$ cat src/pkg/rpw_consts.svh
// Constants for the RTC pin and wake-up control block
`ifndef RPW_CONSTS_SVH
`define RPW_CONSTS_SVH

// Register window that is blocked while the RTC oscillator is stopped
`define RPW_WIN_LO        16'h1900
`define RPW_WIN_HI        16'h197F
// Watch-crystal frequency in Hz
`define RPW_XTAL_HZ       32768
// System clock rate in MHz
`define RPW_SYS_MHZ       200
// Oscillator is declared stopped after this many ns without a crystal edge
`define RPW_OSC_LOSS_NS   100000
`define RPW_OSC_LOSS_CYC  ((`RPW_OSC_LOSS_NS * `RPW_SYS_MHZ) / 1000)
`define RPW_CNT_W         16
// Reset values
`define RPW_CLKOUT_EN_RST 1'b0
`define RPW_WAKE_OUT_RST  1'b0

`endif

$ cat src/pkg/rpw_pkg.sv
// Types of the RTC pin and wake-up control block
package rpw_pkg;
	typedef enum logic [1:0] {RPW_OSC_STOPPED, RPW_OSC_RUNNING} rpw_osc_type;
	typedef enum logic [1:0] {RPW_WAKE_INPUT, RPW_WAKE_OUTPUT} rpw_wake_mode_type;
endpackage

$ cat src/verilog/rpw_top.sv
// RTC pin and wake-up control: access gate, clock-output pin and wake pin
// How it works
// - The RTC timebase is the 32.768 kHz crystal clock, a domain separate from the system clock.
// - While the RTC oscillator is stopped, accesses to the RTC I/O window 1900h-197Fh are refused.
// - The clock output pin is driven only while the clock output enable bit of the power register is set.
// - After reset the clock output pin is undriven until software sets the enable bit.
// - With the wake pin as input, a high level on it raises a wake request to the CPU core.
// - On RTC supply power-up the wake pin is an input.
// - As output the wake pin is active-low open drain, pulled low on an RTC alarm.
`timescale 1ns/1ps
`include "rpw_consts.svh"
module rpw_top
	import rpw_pkg::*;
(
	// Clock and reset
	input  wire logic        i_ref_clk,
	input  wire logic        i_rstn,
	// RTC crystal clock, sampled as a level
	input  wire logic        i_rtc_xtal_clk,
	input  wire logic        i_rtc_osc_enable,
	// I/O access from the CPU
	input  wire logic        i_io_req,
	input  wire logic [15:0] i_io_addr,
	output logic             o_io_grant,
	output logic             o_io_block,
	// Power management register bits
	input  wire logic        i_clock_output_enable_bit,
	input  wire logic        i_wake_output_mode,
	// Alarm from the calendar
	input  wire logic        i_rtc_alarm_pending,
	// Clock output pin
	output logic             o_rtc_clock_output_pin,
	output logic             o_rtc_clock_output_pin_oe,
	// Wake pin, open drain
	input  wire logic        i_wake_pin,
	output logic             o_wake_pin,
	output logic             o_wake_pin_oe,
	// Wake request to the CPU core and oscillator running status
	output logic             o_core_wake_req,
	output logic             o_osc_running
);
	typedef struct packed
	{
		rpw_osc_type          osc;
		logic [`RPW_CNT_W-1:0] loss_cnt;
		logic                 xtal_prev;
		logic                 io_grant;
		logic                 io_block;
		logic                 clk_out;
		logic                 clk_oe;
		rpw_wake_mode_type    wake_mode;
		logic                 wake_oe;
		logic                 core_wake;
		logic                 osc_run;
	} rpw_state_type;

	localparam logic [`RPW_CNT_W-1:0] LOSS_MAX = `RPW_CNT_W'(`RPW_OSC_LOSS_CYC - 1);

	rpw_state_type st_reg;
	rpw_state_type st_next;
	logic          xtal_sync;
	logic          wake_sync;
	logic          in_window;
	logic          xtal_edge;

	// Crystal clock is far slower than the system clock, so it is sampled
	rpw_sync u_xtal_sync
	(
		.i_ref_clk (i_ref_clk),
		.i_rstn    (i_rstn),
		.i_d       (i_rtc_xtal_clk),
		.o_q       (xtal_sync)
	);

	rpw_sync u_wake_sync
	(
		.i_ref_clk (i_ref_clk),
		.i_rstn    (i_rstn),
		.i_d       (i_wake_pin),
		.o_q       (wake_sync)
	);

	assign in_window = (i_io_addr >= `RPW_WIN_LO) && (i_io_addr <= `RPW_WIN_HI);
	assign xtal_edge = xtal_sync && !st_reg.xtal_prev;

	always_comb
	begin
		st_next           = st_reg;
		st_next.xtal_prev = xtal_sync;
		// Oscillator counts as running only while enabled and toggling
		unique case (st_reg.osc)
			RPW_OSC_STOPPED:
			begin
				if (i_rtc_osc_enable && xtal_edge)
				begin
					st_next.osc      = RPW_OSC_RUNNING;
					st_next.loss_cnt = '0;
				end
			end
			RPW_OSC_RUNNING:
			begin
				if (xtal_edge)
					st_next.loss_cnt = '0;
				else if (st_reg.loss_cnt != LOSS_MAX)
					st_next.loss_cnt = st_reg.loss_cnt + 1'b1;
				if (!i_rtc_osc_enable || st_reg.loss_cnt == LOSS_MAX)
					st_next.osc = RPW_OSC_STOPPED;
			end
			default:
				st_next.osc = RPW_OSC_STOPPED;
		endcase
		// Accesses outside the window pass regardless of the oscillator
		st_next.io_grant = i_io_req && (!in_window || st_reg.osc == RPW_OSC_RUNNING);
		st_next.io_block = i_io_req && in_window && st_reg.osc != RPW_OSC_RUNNING;
		st_next.clk_oe   = i_clock_output_enable_bit;
		st_next.clk_out  = i_clock_output_enable_bit && xtal_sync;
		st_next.wake_mode = i_wake_output_mode ? RPW_WAKE_OUTPUT : RPW_WAKE_INPUT;
		// Pin only ever pulls low; the board pull-up makes the high level
		st_next.wake_oe   = i_wake_output_mode && i_rtc_alarm_pending;
		st_next.core_wake = !i_wake_output_mode && wake_sync;
		// Kept as its own flop so the status output has no decode behind it
		st_next.osc_run   = (st_next.osc == RPW_OSC_RUNNING);
	end

	always_ff @(posedge i_ref_clk)
	begin
		if (!i_rstn)
		begin
			st_reg           <= '0;
			st_reg.osc       <= RPW_OSC_STOPPED;
			st_reg.clk_oe    <= `RPW_CLKOUT_EN_RST;
			st_reg.wake_mode <= RPW_WAKE_INPUT;
			st_reg.wake_oe   <= `RPW_WAKE_OUT_RST;
		end
		else
			st_reg <= st_next;
	end

	assign o_io_grant                = st_reg.io_grant;
	assign o_io_block                = st_reg.io_block;
	assign o_rtc_clock_output_pin    = st_reg.clk_out;
	assign o_rtc_clock_output_pin_oe = st_reg.clk_oe;
	assign o_wake_pin                = 1'b0;
	assign o_wake_pin_oe             = st_reg.wake_oe;
	assign o_core_wake_req           = st_reg.core_wake;
	assign o_osc_running             = st_reg.osc_run;
endmodule

$ cat src/verilog/rpw_sync.sv
// Two-stage synchroniser for one level
`timescale 1ns/1ps
module rpw_sync
(
	// Clock and reset
	input  wire logic i_ref_clk,
	input  wire logic i_rstn,
	// Level
	input  wire logic i_d,
	output logic      o_q
);
	typedef struct packed
	{
		logic meta;
		logic q;
	} rpw_sync_type;

	rpw_sync_type s_reg;
	rpw_sync_type s_next;

	always_comb
	begin
		s_next      = s_reg;
		s_next.meta = i_d;
		s_next.q    = s_reg.meta;
	end

	always_ff @(posedge i_ref_clk)
	begin
		if (!i_rstn)
			s_reg <= '0;
		else
			s_reg <= s_next;
	end

	assign o_q = s_reg.q;
endmodule

$ cat config.mk
export PLATFORM = sky130hd
export DESIGN_NAME = rpw_top
export DESIGN_NICKNAME = d
export VERILOG_FILES = /design/src/pkg/rpw_pkg.sv /design/src/verilog/rpw_top.sv /design/src/verilog/rpw_sync.sv
export VERILOG_INCLUDE_DIRS = /design/src /design/src/pkg
export SDC_FILE = /design/constraint.sdc
export NUM_CORES = 1
export LEC_CHECK = 0
export ABC_AREA = 1
export BUFFER_PORTS_ARGS = -buffer_cell sky130_fd_sc_hd__buf_2
export CAP_MARGIN = 20
export CORE_ASPECT_RATIO = 0.7
export CORE_MARGIN = 5
export CORE_UTILIZATION = 53
export DETAILED_ROUTE_END_ITERATION = 10
export GPL_ROUTABILITY_DRIVEN = 0
export HOLD_SLACK_MARGIN = 0.03
export PLACE_DENSITY = 0.88
export SLEW_MARGIN = 10
export SYNTH_ARGS = -nofsm -noshare
export SYNTH_HDL_FRONTEND = slang
export SYNTH_HIERARCHICAL = 1
export SYNTH_SLANG_ARGS = --single-unit
$ cat constraint.sdc
create_clock -name i_ref_clk -period 1.53 [get_ports i_ref_clk]
set_input_delay 0.306 -clock i_ref_clk [delete_from_list [all_inputs] [get_ports i_ref_clk]]
set_output_delay 0.306 -clock i_ref_clk [all_outputs]
set_load 0.02 [all_outputs]
==> results.yml, run 1 <==
worst_hold_path:
  hp-class: "in -> reg"
  whs_path_depth: 2
global_routing:
  grt_use_total: 0.1880
  gr-total-overflow: 0
  grt_pass1_vias: 1275
  grt_max_degree: 14
  grt_pass1_wl_mm: 5.740
  antenna_found_initial: 0
final_layout:
  drive_above_1_share: 0.2687
  layout.nets: 295
  area_growth_pct: 21.96
  fin_area_mm2: 0.001883
  nFillCells: 219
  num_antenna_cells: 0
  largest_reg_flops: 19
power:
  p_comb_frac: 0.059
  p_total_mw: 1.506
  ir_drop_mv: 1.016
  p_sw_frac: 0.2190
  internal-power_mw: 1.176
  p_leak_nw: 0.8635
  seq_power_share: 0.529
  power_density_mw_per_mm2: 799.9
  switchingPower_mw: 0.3299
  clkPwrFrac: 0.411
die:
  ios: 33
  fp.dieArea_mm2: 0.004110
  start_util: 0.5509
  rows: 16
  coreArea_mm2: 0.002803
  die_y_um: 55.16
  dieWidth_um: 74.51
synthesis:
  synth_fa_ha_area_frac: 0.008104
  ys_ff_latch: 30
  synthSimpleGateAreaFrac: 0.3882
  synth_area_per_cell_um2: 6.772
  yosysWarnings: 6
  yosys.cell_types.count: 29
  synth-xor-area-share: 0.02269
  synth-compound-area-share: 0.08671
  yosys-top-cells-area: "dfxtp_1 39%, nand2_1 16%, nor2_1 8.0%"
  synth_area_mm2: 0.001544
  synth_top_cell_area_share: 0.3890
  ys_seq_area_frac: 0.3890
  synth_mux_area_frac: 0
  yosys.area.top_type: "dfxtp_1"
  syn_inst: 228
  synth_top_family_by_area: "simple AND/OR/NAND/NOR gates"
sta:
  report.final.slew_viol_count: 0
  min_period_over_period: 0.9770
  setup_tns_ps: 0
  layout_min_cycle_time_ps: 1495
  timing.hold.ws_ps: 199.6
  setup_slack_ps: 35.17
  final_hold_viol_count: 0
  timing.fmax_mhz: 669.0
  setup_violations: 0
  clock_skew_ps: 5.197
detailed_routing:
  drc: 0
  wl_per_cell_um: 11.85
  dr.pass1.iters: 4
  viasPerCell: 4.901
  vias: 1490
  drt_iter0_drc: 101
  antenna_left: 0
  drt-total-wl_mm: 3.602
setup_path:
  cp_cell_sequence: "ha_2 -> nand3_2 -> nor2_2 -> nand3_2 -> nand2_4 -> buf_4 -> nand2_1 -> a21oi_1"
  cp_max_fo: 6
  cp_common_cell: "nand3_2"
  cp_slowest_cell: "dfxtp_2"
  required_ps: 1730
  crit_arrival_ps: 1690
  cpPeakStageDelay_ps: 350
  cp-start-kind: "register"
  r2r_cells: 8
  end_kind: "register"
  path_class: "reg -> reg"
cts:
  clk_path_buf_depth: 2
  clk_pin_slew_ps: 60
  clock-sinks: 30
  cts_buffers: 5
  ctsHoldBuffers: 0
  cts_tree: "built"
  h-tree-depth: 2
  insertion_delay_ps: 280
  cts_root_buf: "clkbuf_8"
place:
  placed_cell_area_mm2: 0.001760
  hpwlAfterDp_mm: 2.654
  pre_cts_slack_ps: -0.03331
  buffer_ports.inserted: 24
flow_run:
  cap_violations: 0
status:
  run_status: "finished clean"
-- kinds of logic (layout without fill, tap and decap cells) --
group | Yosys count | in the layout
flops | 30 | 30
xor+xnor | 4 | 4
other cells | 1 | 2
fa+ha+maj | 1 | 1
buf+inv | 36 | 75
compound gates | 21 | 21
simple gates | 135 | 135
-- per-layer routing --
metal	global-route usage	up-vias	wire length [um]
met1	0.2546	626	1664
met4	0.07101	0	55
met3	0.05054	8	331
met2	0.2872	69	1550
li1	-	787	-
met5	0	-	0
-- cells in the mapped netlist --
master	n
nand2_1	66
nor2_1	33
dfxtp_1	30
inv_1	30
nand3_1	14
a21oi_1	6
o21ai_0	6
a21oi_2	5
nand4_1	5
nand2_2	3
nor2_4	3
nor3_1	3
or2_2	3
buf_4	2
buf_6	2
nand3_2	2
xnor2_1	2
xor2_1	2
a21boi_0	1
a21o_1	1
a31oi_1	1
buf_2	1
conb_1	1
ha_1	1
inv_2	1
nand3b_1	1
nor2_2	1
nor4_1	1
o2111ai_1	1
-- what timing repair did --
item                                    4_1_cts  5_1_grt
gates resized for setup                       1       10
endpoints found under the setup margin        5       15
buffers inserted                              0        2
pin swaps                                     0        1
-- area by class of cell --
type,count,area (um2),share of cell area
well taps,36,45.04,0.02392
repair buffers,38,225.2,0.1196
clock buffers,6,82.58,0.04385
multi-input cells,163,808.3,0.4292
flip-flops and latches,30,605.6,0.3216
inverters,31,116.4,0.06179
-- cells in the final DEF (no fill, tap or decap), types with 3 or more instances in the layout --
cell,instances
nand3_2,3
nand2_1,65
inv_1,29
buf_2,24
nor2_4,3
clkbuf_8,6
a21oi_2,5
nor2_1,31
buf_4,14
o21ai_0,6
nor2_2,3
a21oi_1,6
dfxtp_1,26
dfxtp_2,4
nand3_1,13
nand4_1,5
nor3_1,3
nand2_2,3
or2_2,3
-- power groups by stage --
stage	Combinational, mW	Sequential [mW]	Clock, mW
CTS	0.0873	0.797	0.635
global route	0.100	0.798	0.662
finish	0.0895	0.797	0.620
global placement	0.0853	0.814	0
detailed placement	0.0871	0.814	0
floorplan	0.0442	0.821	0
-- per-stage QoR --
step	std cells	util
6_report	304	0.6719
5_1_grt	304	0.6719
4_1_cts	302	0.6585
3_5_place_dp	296	0.6281
3_3_place_gp	296	0.6281
2_1_floorplan	229	-
-- critical path: cells and delay by family, from the launching register on --
| family | cells | cell delay [ps] |
|---|---|---|
| simple gates | 5 | 600 |
| buf+inv | 1 | 140 |
| fa+ha+maj | 1 | 210 |
| compound gates | 1 | 140 |
| flops | 1 | 350 |
-- path summary, 6_finish.rpt --
check | start | end | slack [ps]
worst max-delay path | st_reg[10]$_SDFFE_PN0P_ | st_reg[12]$_SDFFE_PN0P_ | 40
worst min-delay path | i_wake_output_mode | o_core_wake_req$_SDFF_PN0_ | 200
worst max register to register | st_reg[10]$_SDFFE_PN0P_ | st_reg[12]$_SDFFE_PN0P_ | 40
worst min register to register | u_xtal_sync/s_next[0]$_SDFF_PN0_ | u_xtal_sync/o_q$_SDFF_PN0_ | 410
(Power assumes the default switching activity.)
==> run 2, diff against run 1 <==
--- a/config.mk
+++ b/config.mk
@@ -6,16 +6,16 @@
 export SDC_FILE = /design/constraint.sdc
 export NUM_CORES = 1
 export LEC_CHECK = 0
-export ABC_AREA = 1
 export BUFFER_PORTS_ARGS = -buffer_cell sky130_fd_sc_hd__buf_2
 export CAP_MARGIN = 20
 export CORE_ASPECT_RATIO = 0.7
 export CORE_MARGIN = 5
-export CORE_UTILIZATION = 53
+export CORE_UTILIZATION = 51
 export DETAILED_ROUTE_END_ITERATION = 10
 export GPL_ROUTABILITY_DRIVEN = 0
 export HOLD_SLACK_MARGIN = 0.03
-export PLACE_DENSITY = 0.88
+export PLACE_DENSITY = 0.87
+export SETUP_SLACK_MARGIN = 0.2
 export SLEW_MARGIN = 10
 export SYNTH_ARGS = -nofsm -noshare
 export SYNTH_HDL_FRONTEND = slang
==> results.yml, run 2 <==
sta:
  clock_skew_ps: 3.062
  min_period_over_period: 0.9609
  final_hold_viol_count: 0
  setup_tns_ps: 0
  timing.fmax_mhz: 680.2
  report.final.slew_viol_count: 0
  setup_violations: 0
  layout_min_cycle_time_ps: 1470
  rsz0062_at_grt: "true"
  setup_slack_ps: 59.81
final_layout:
  num_antenna_cells: 0
  final_util: 0.7474
  area_growth_pct: 38.96
  drive_above_1_share: 0.4560
  multi_input_area_um2: 838.3
  fin_area_mm2: 0.001866
  layout.nets: 219
  regArea_um2: 623.1
  final_cell_mix: "24 x buf_2, 18 x dfxtp_1, 16 x buf_4, 14 x nand2_1, 9 x dfxtp_2"
  nFillCells: 182
  final_common_cell: "buf_2"
  largest_reg_flops: 19
power:
  p_leak_nw: 0.7573
  power_density_mw_per_mm2: 797.0
  p_total_mw: 1.487
  ir_drop_mv: 0.5329
synthesis:
  yosysWarnings: 6
  synth_common_cells: "30 x dfxtp_1, 14 x nand2_1, 9 x nand3_1"
  async_flop_share: 0
  synth-xor-area-share: 0
  yosysMostFrequentCell: "dfxtp_1"
  synth_top_cell_area_share: 0.4473
  synth_area_per_cell_um2: 9.071
  syn_inst: 148
  synth_mux_area_frac: 0
  synth_ff_type: "dfxtp_1"
  synthSimpleGateAreaFrac: 0.3271
  yosys.cell_types.count: 44
  yosys.area.top_type: "dfxtp_1"
  yosys-top-cells-area: "dfxtp_1 45%, nand2_1 3.9%, nand3_1 3.4%"
  ys_ff_latch: 30
  synth_edf_count: 0
  synth_fa_ha_area_frac: 0.009320
  synth_area_mm2: 0.001343
  ys_seq_area_frac: 0.4473
  synth_top_family_by_area: "simple AND/OR/NAND/NOR gates"
  synth-compound-area-share: 0.1761
global_routing:
  grt_pass1_wl_mm: 5.747
  grt_pass1_vias: 1273
  grt_use_total: 0.1992
  gr-total-overflow: 0
  antenna_found_initial: 0
  grt_max_degree: 14
cts:
  clock-sinks: 30
  cts_buffers: 5
  insertion_delay_ps: 280
  clk_pin_slew_ps: 60
  h-tree-depth: 2
  clk_path_buf_depth: 2
  cts_tree: "built"
  cts_root_buf: "clkbuf_8"
detailed_routing:
  wl_per_cell_um: 16.44
  antenna_left: 0
  viasPerCell: 5.762
  drc: 0
  dr.pass1.iters: 4
  drt-total-wl_mm: 3.732
  vias: 1308
  drt_iter0_drc: 54
setup_path:
  crit_family: "compound AO/OA/AOI/OAI gates"
  r2r_cells: 6
  cp_slowest_cell: "dfxtp_4"
  cp-start-kind: "register"
  rr_startpoint: "st_reg[16]$_SDFFE_PN0P_"
  path_class: "reg -> reg"
  cp_max_fo: 3
  end_kind: "register"
  cpPeakStageDelay_ps: 360
  r2r_end: "st_reg[18]$_SDFFE_PN0P_"
  crit_arrival_ps: 1690
  startpoint: "st_reg[16]$_SDFFE_PN0P_"
  cp_cell_sequence: "buf_6 -> and4_4 -> buf_6 -> a211o_4 -> a21boi_2 -> o21a_1"
  path_buf_inv: 2
  reg2reg_slack_ps: 60
  cp_common_cell: "buf_6"
  required_ps: 1750
place:
  placed_cell_area_mm2: 0.001568
  hpwlAfterDp_mm: 2.300
  pre_cts_slack_ps: 58.55
  buffer_ports.inserted: 24
die:
  die_y_um: 52.93
  rows: 15
  fp.dieArea_mm2: 0.003775
  coreArea_mm2: 0.002496
  ios: 33
  start_util: 0.5378
  dieWidth_um: 71.33
worst_hold_path:
  whs_path_depth: 2
  hold_path_end: "o_core_wake_req$_SDFF_PN0_"
  hold_start: "i_wake_output_mode"
  hp-class: "in -> reg"
status:
  run_status: "finished clean"
flow_run:
  cap_violations: 0
[run 2: logic make-up after synthesis]
| logic type | Yosys count |
|---|---|
| simple gates | 73 |
| compound gates | 34 |
| flops | 30 |
| buf+inv | 9 |
| fa+ha+maj | 1 |
| other cells | 1 |
[run 2: power by group]
part | switching, mW | total (mW) | leakage (nW) | internal [mW]
registers | 0.00960 | 0.802 | 0.250 | 0.792
logic | 0.0523 | 0.101 | 0.469 | 0.0485
clock network | 0.272 | 0.584 | 0.0383 | 0.312
[run 2: worst max path at each step]
stage,depth (start not counted),endpoint,slack (ps)
final,6,st_reg[18]$_SDFFE_PN0P_,60
after floorplan,5,st_reg[15]$_SDFFE_PN0P_,190
after global routing,6,st_reg[18]$_SDFFE_PN0P_,-20
after CTS,5,st_reg[15]$_SDFFE_PN0P_,120
after detailed placement,5,o_io_grant$_SDFF_PN0_,60
after global placement,5,o_io_grant$_SDFF_PN0_,100
[run 2: through the flow]
stage	hold slack [ps]	cells
final	196.6	227
after global routing	186.4	227
after CTS	181.5	221
after detailed placement	416.1	209
after global placement	400.7	209
after floorplan	377.5	149
[run 2: timing repair]
action	CTS	global route
setup endpoints to repair	17	20
hold buffers	0	0
pin swaps	9	15
setup buffers	5	6
resized for setup	16	23
[run 2: metal layers]
| layer | global-route usage | part of all wire | vias up |
|---|---|---|---|
| met3 | 0.06831 | 0.064 | 7 |
| met4 | 0.1031 | 0.0080 | 0 |
| li1 | - | - | 642 |
| met1 | 0.2313 | 0.41 | 616 |
| met2 | 0.3277 | 0.52 | 43 |
| met5 | 0 | 0 | - |
[run 2: area by class of cell]
cell class | instances | share of cell area
inverters | 3 | 0.006036
multi-input cells | 110 | 0.4494
repair buffers | 43 | 0.1469
clock buffers | 7 | 0.04091
flip-flops and latches | 30 | 0.3340
well taps | 34 | 0.02280
[run 2: worst register-to-register path, delay by kind of cell, from the launching register on]
kind,cells,cell delay (ps)
flops,1,360
buf+inv,2,240
simple gates,1,200
compound gates,3,610
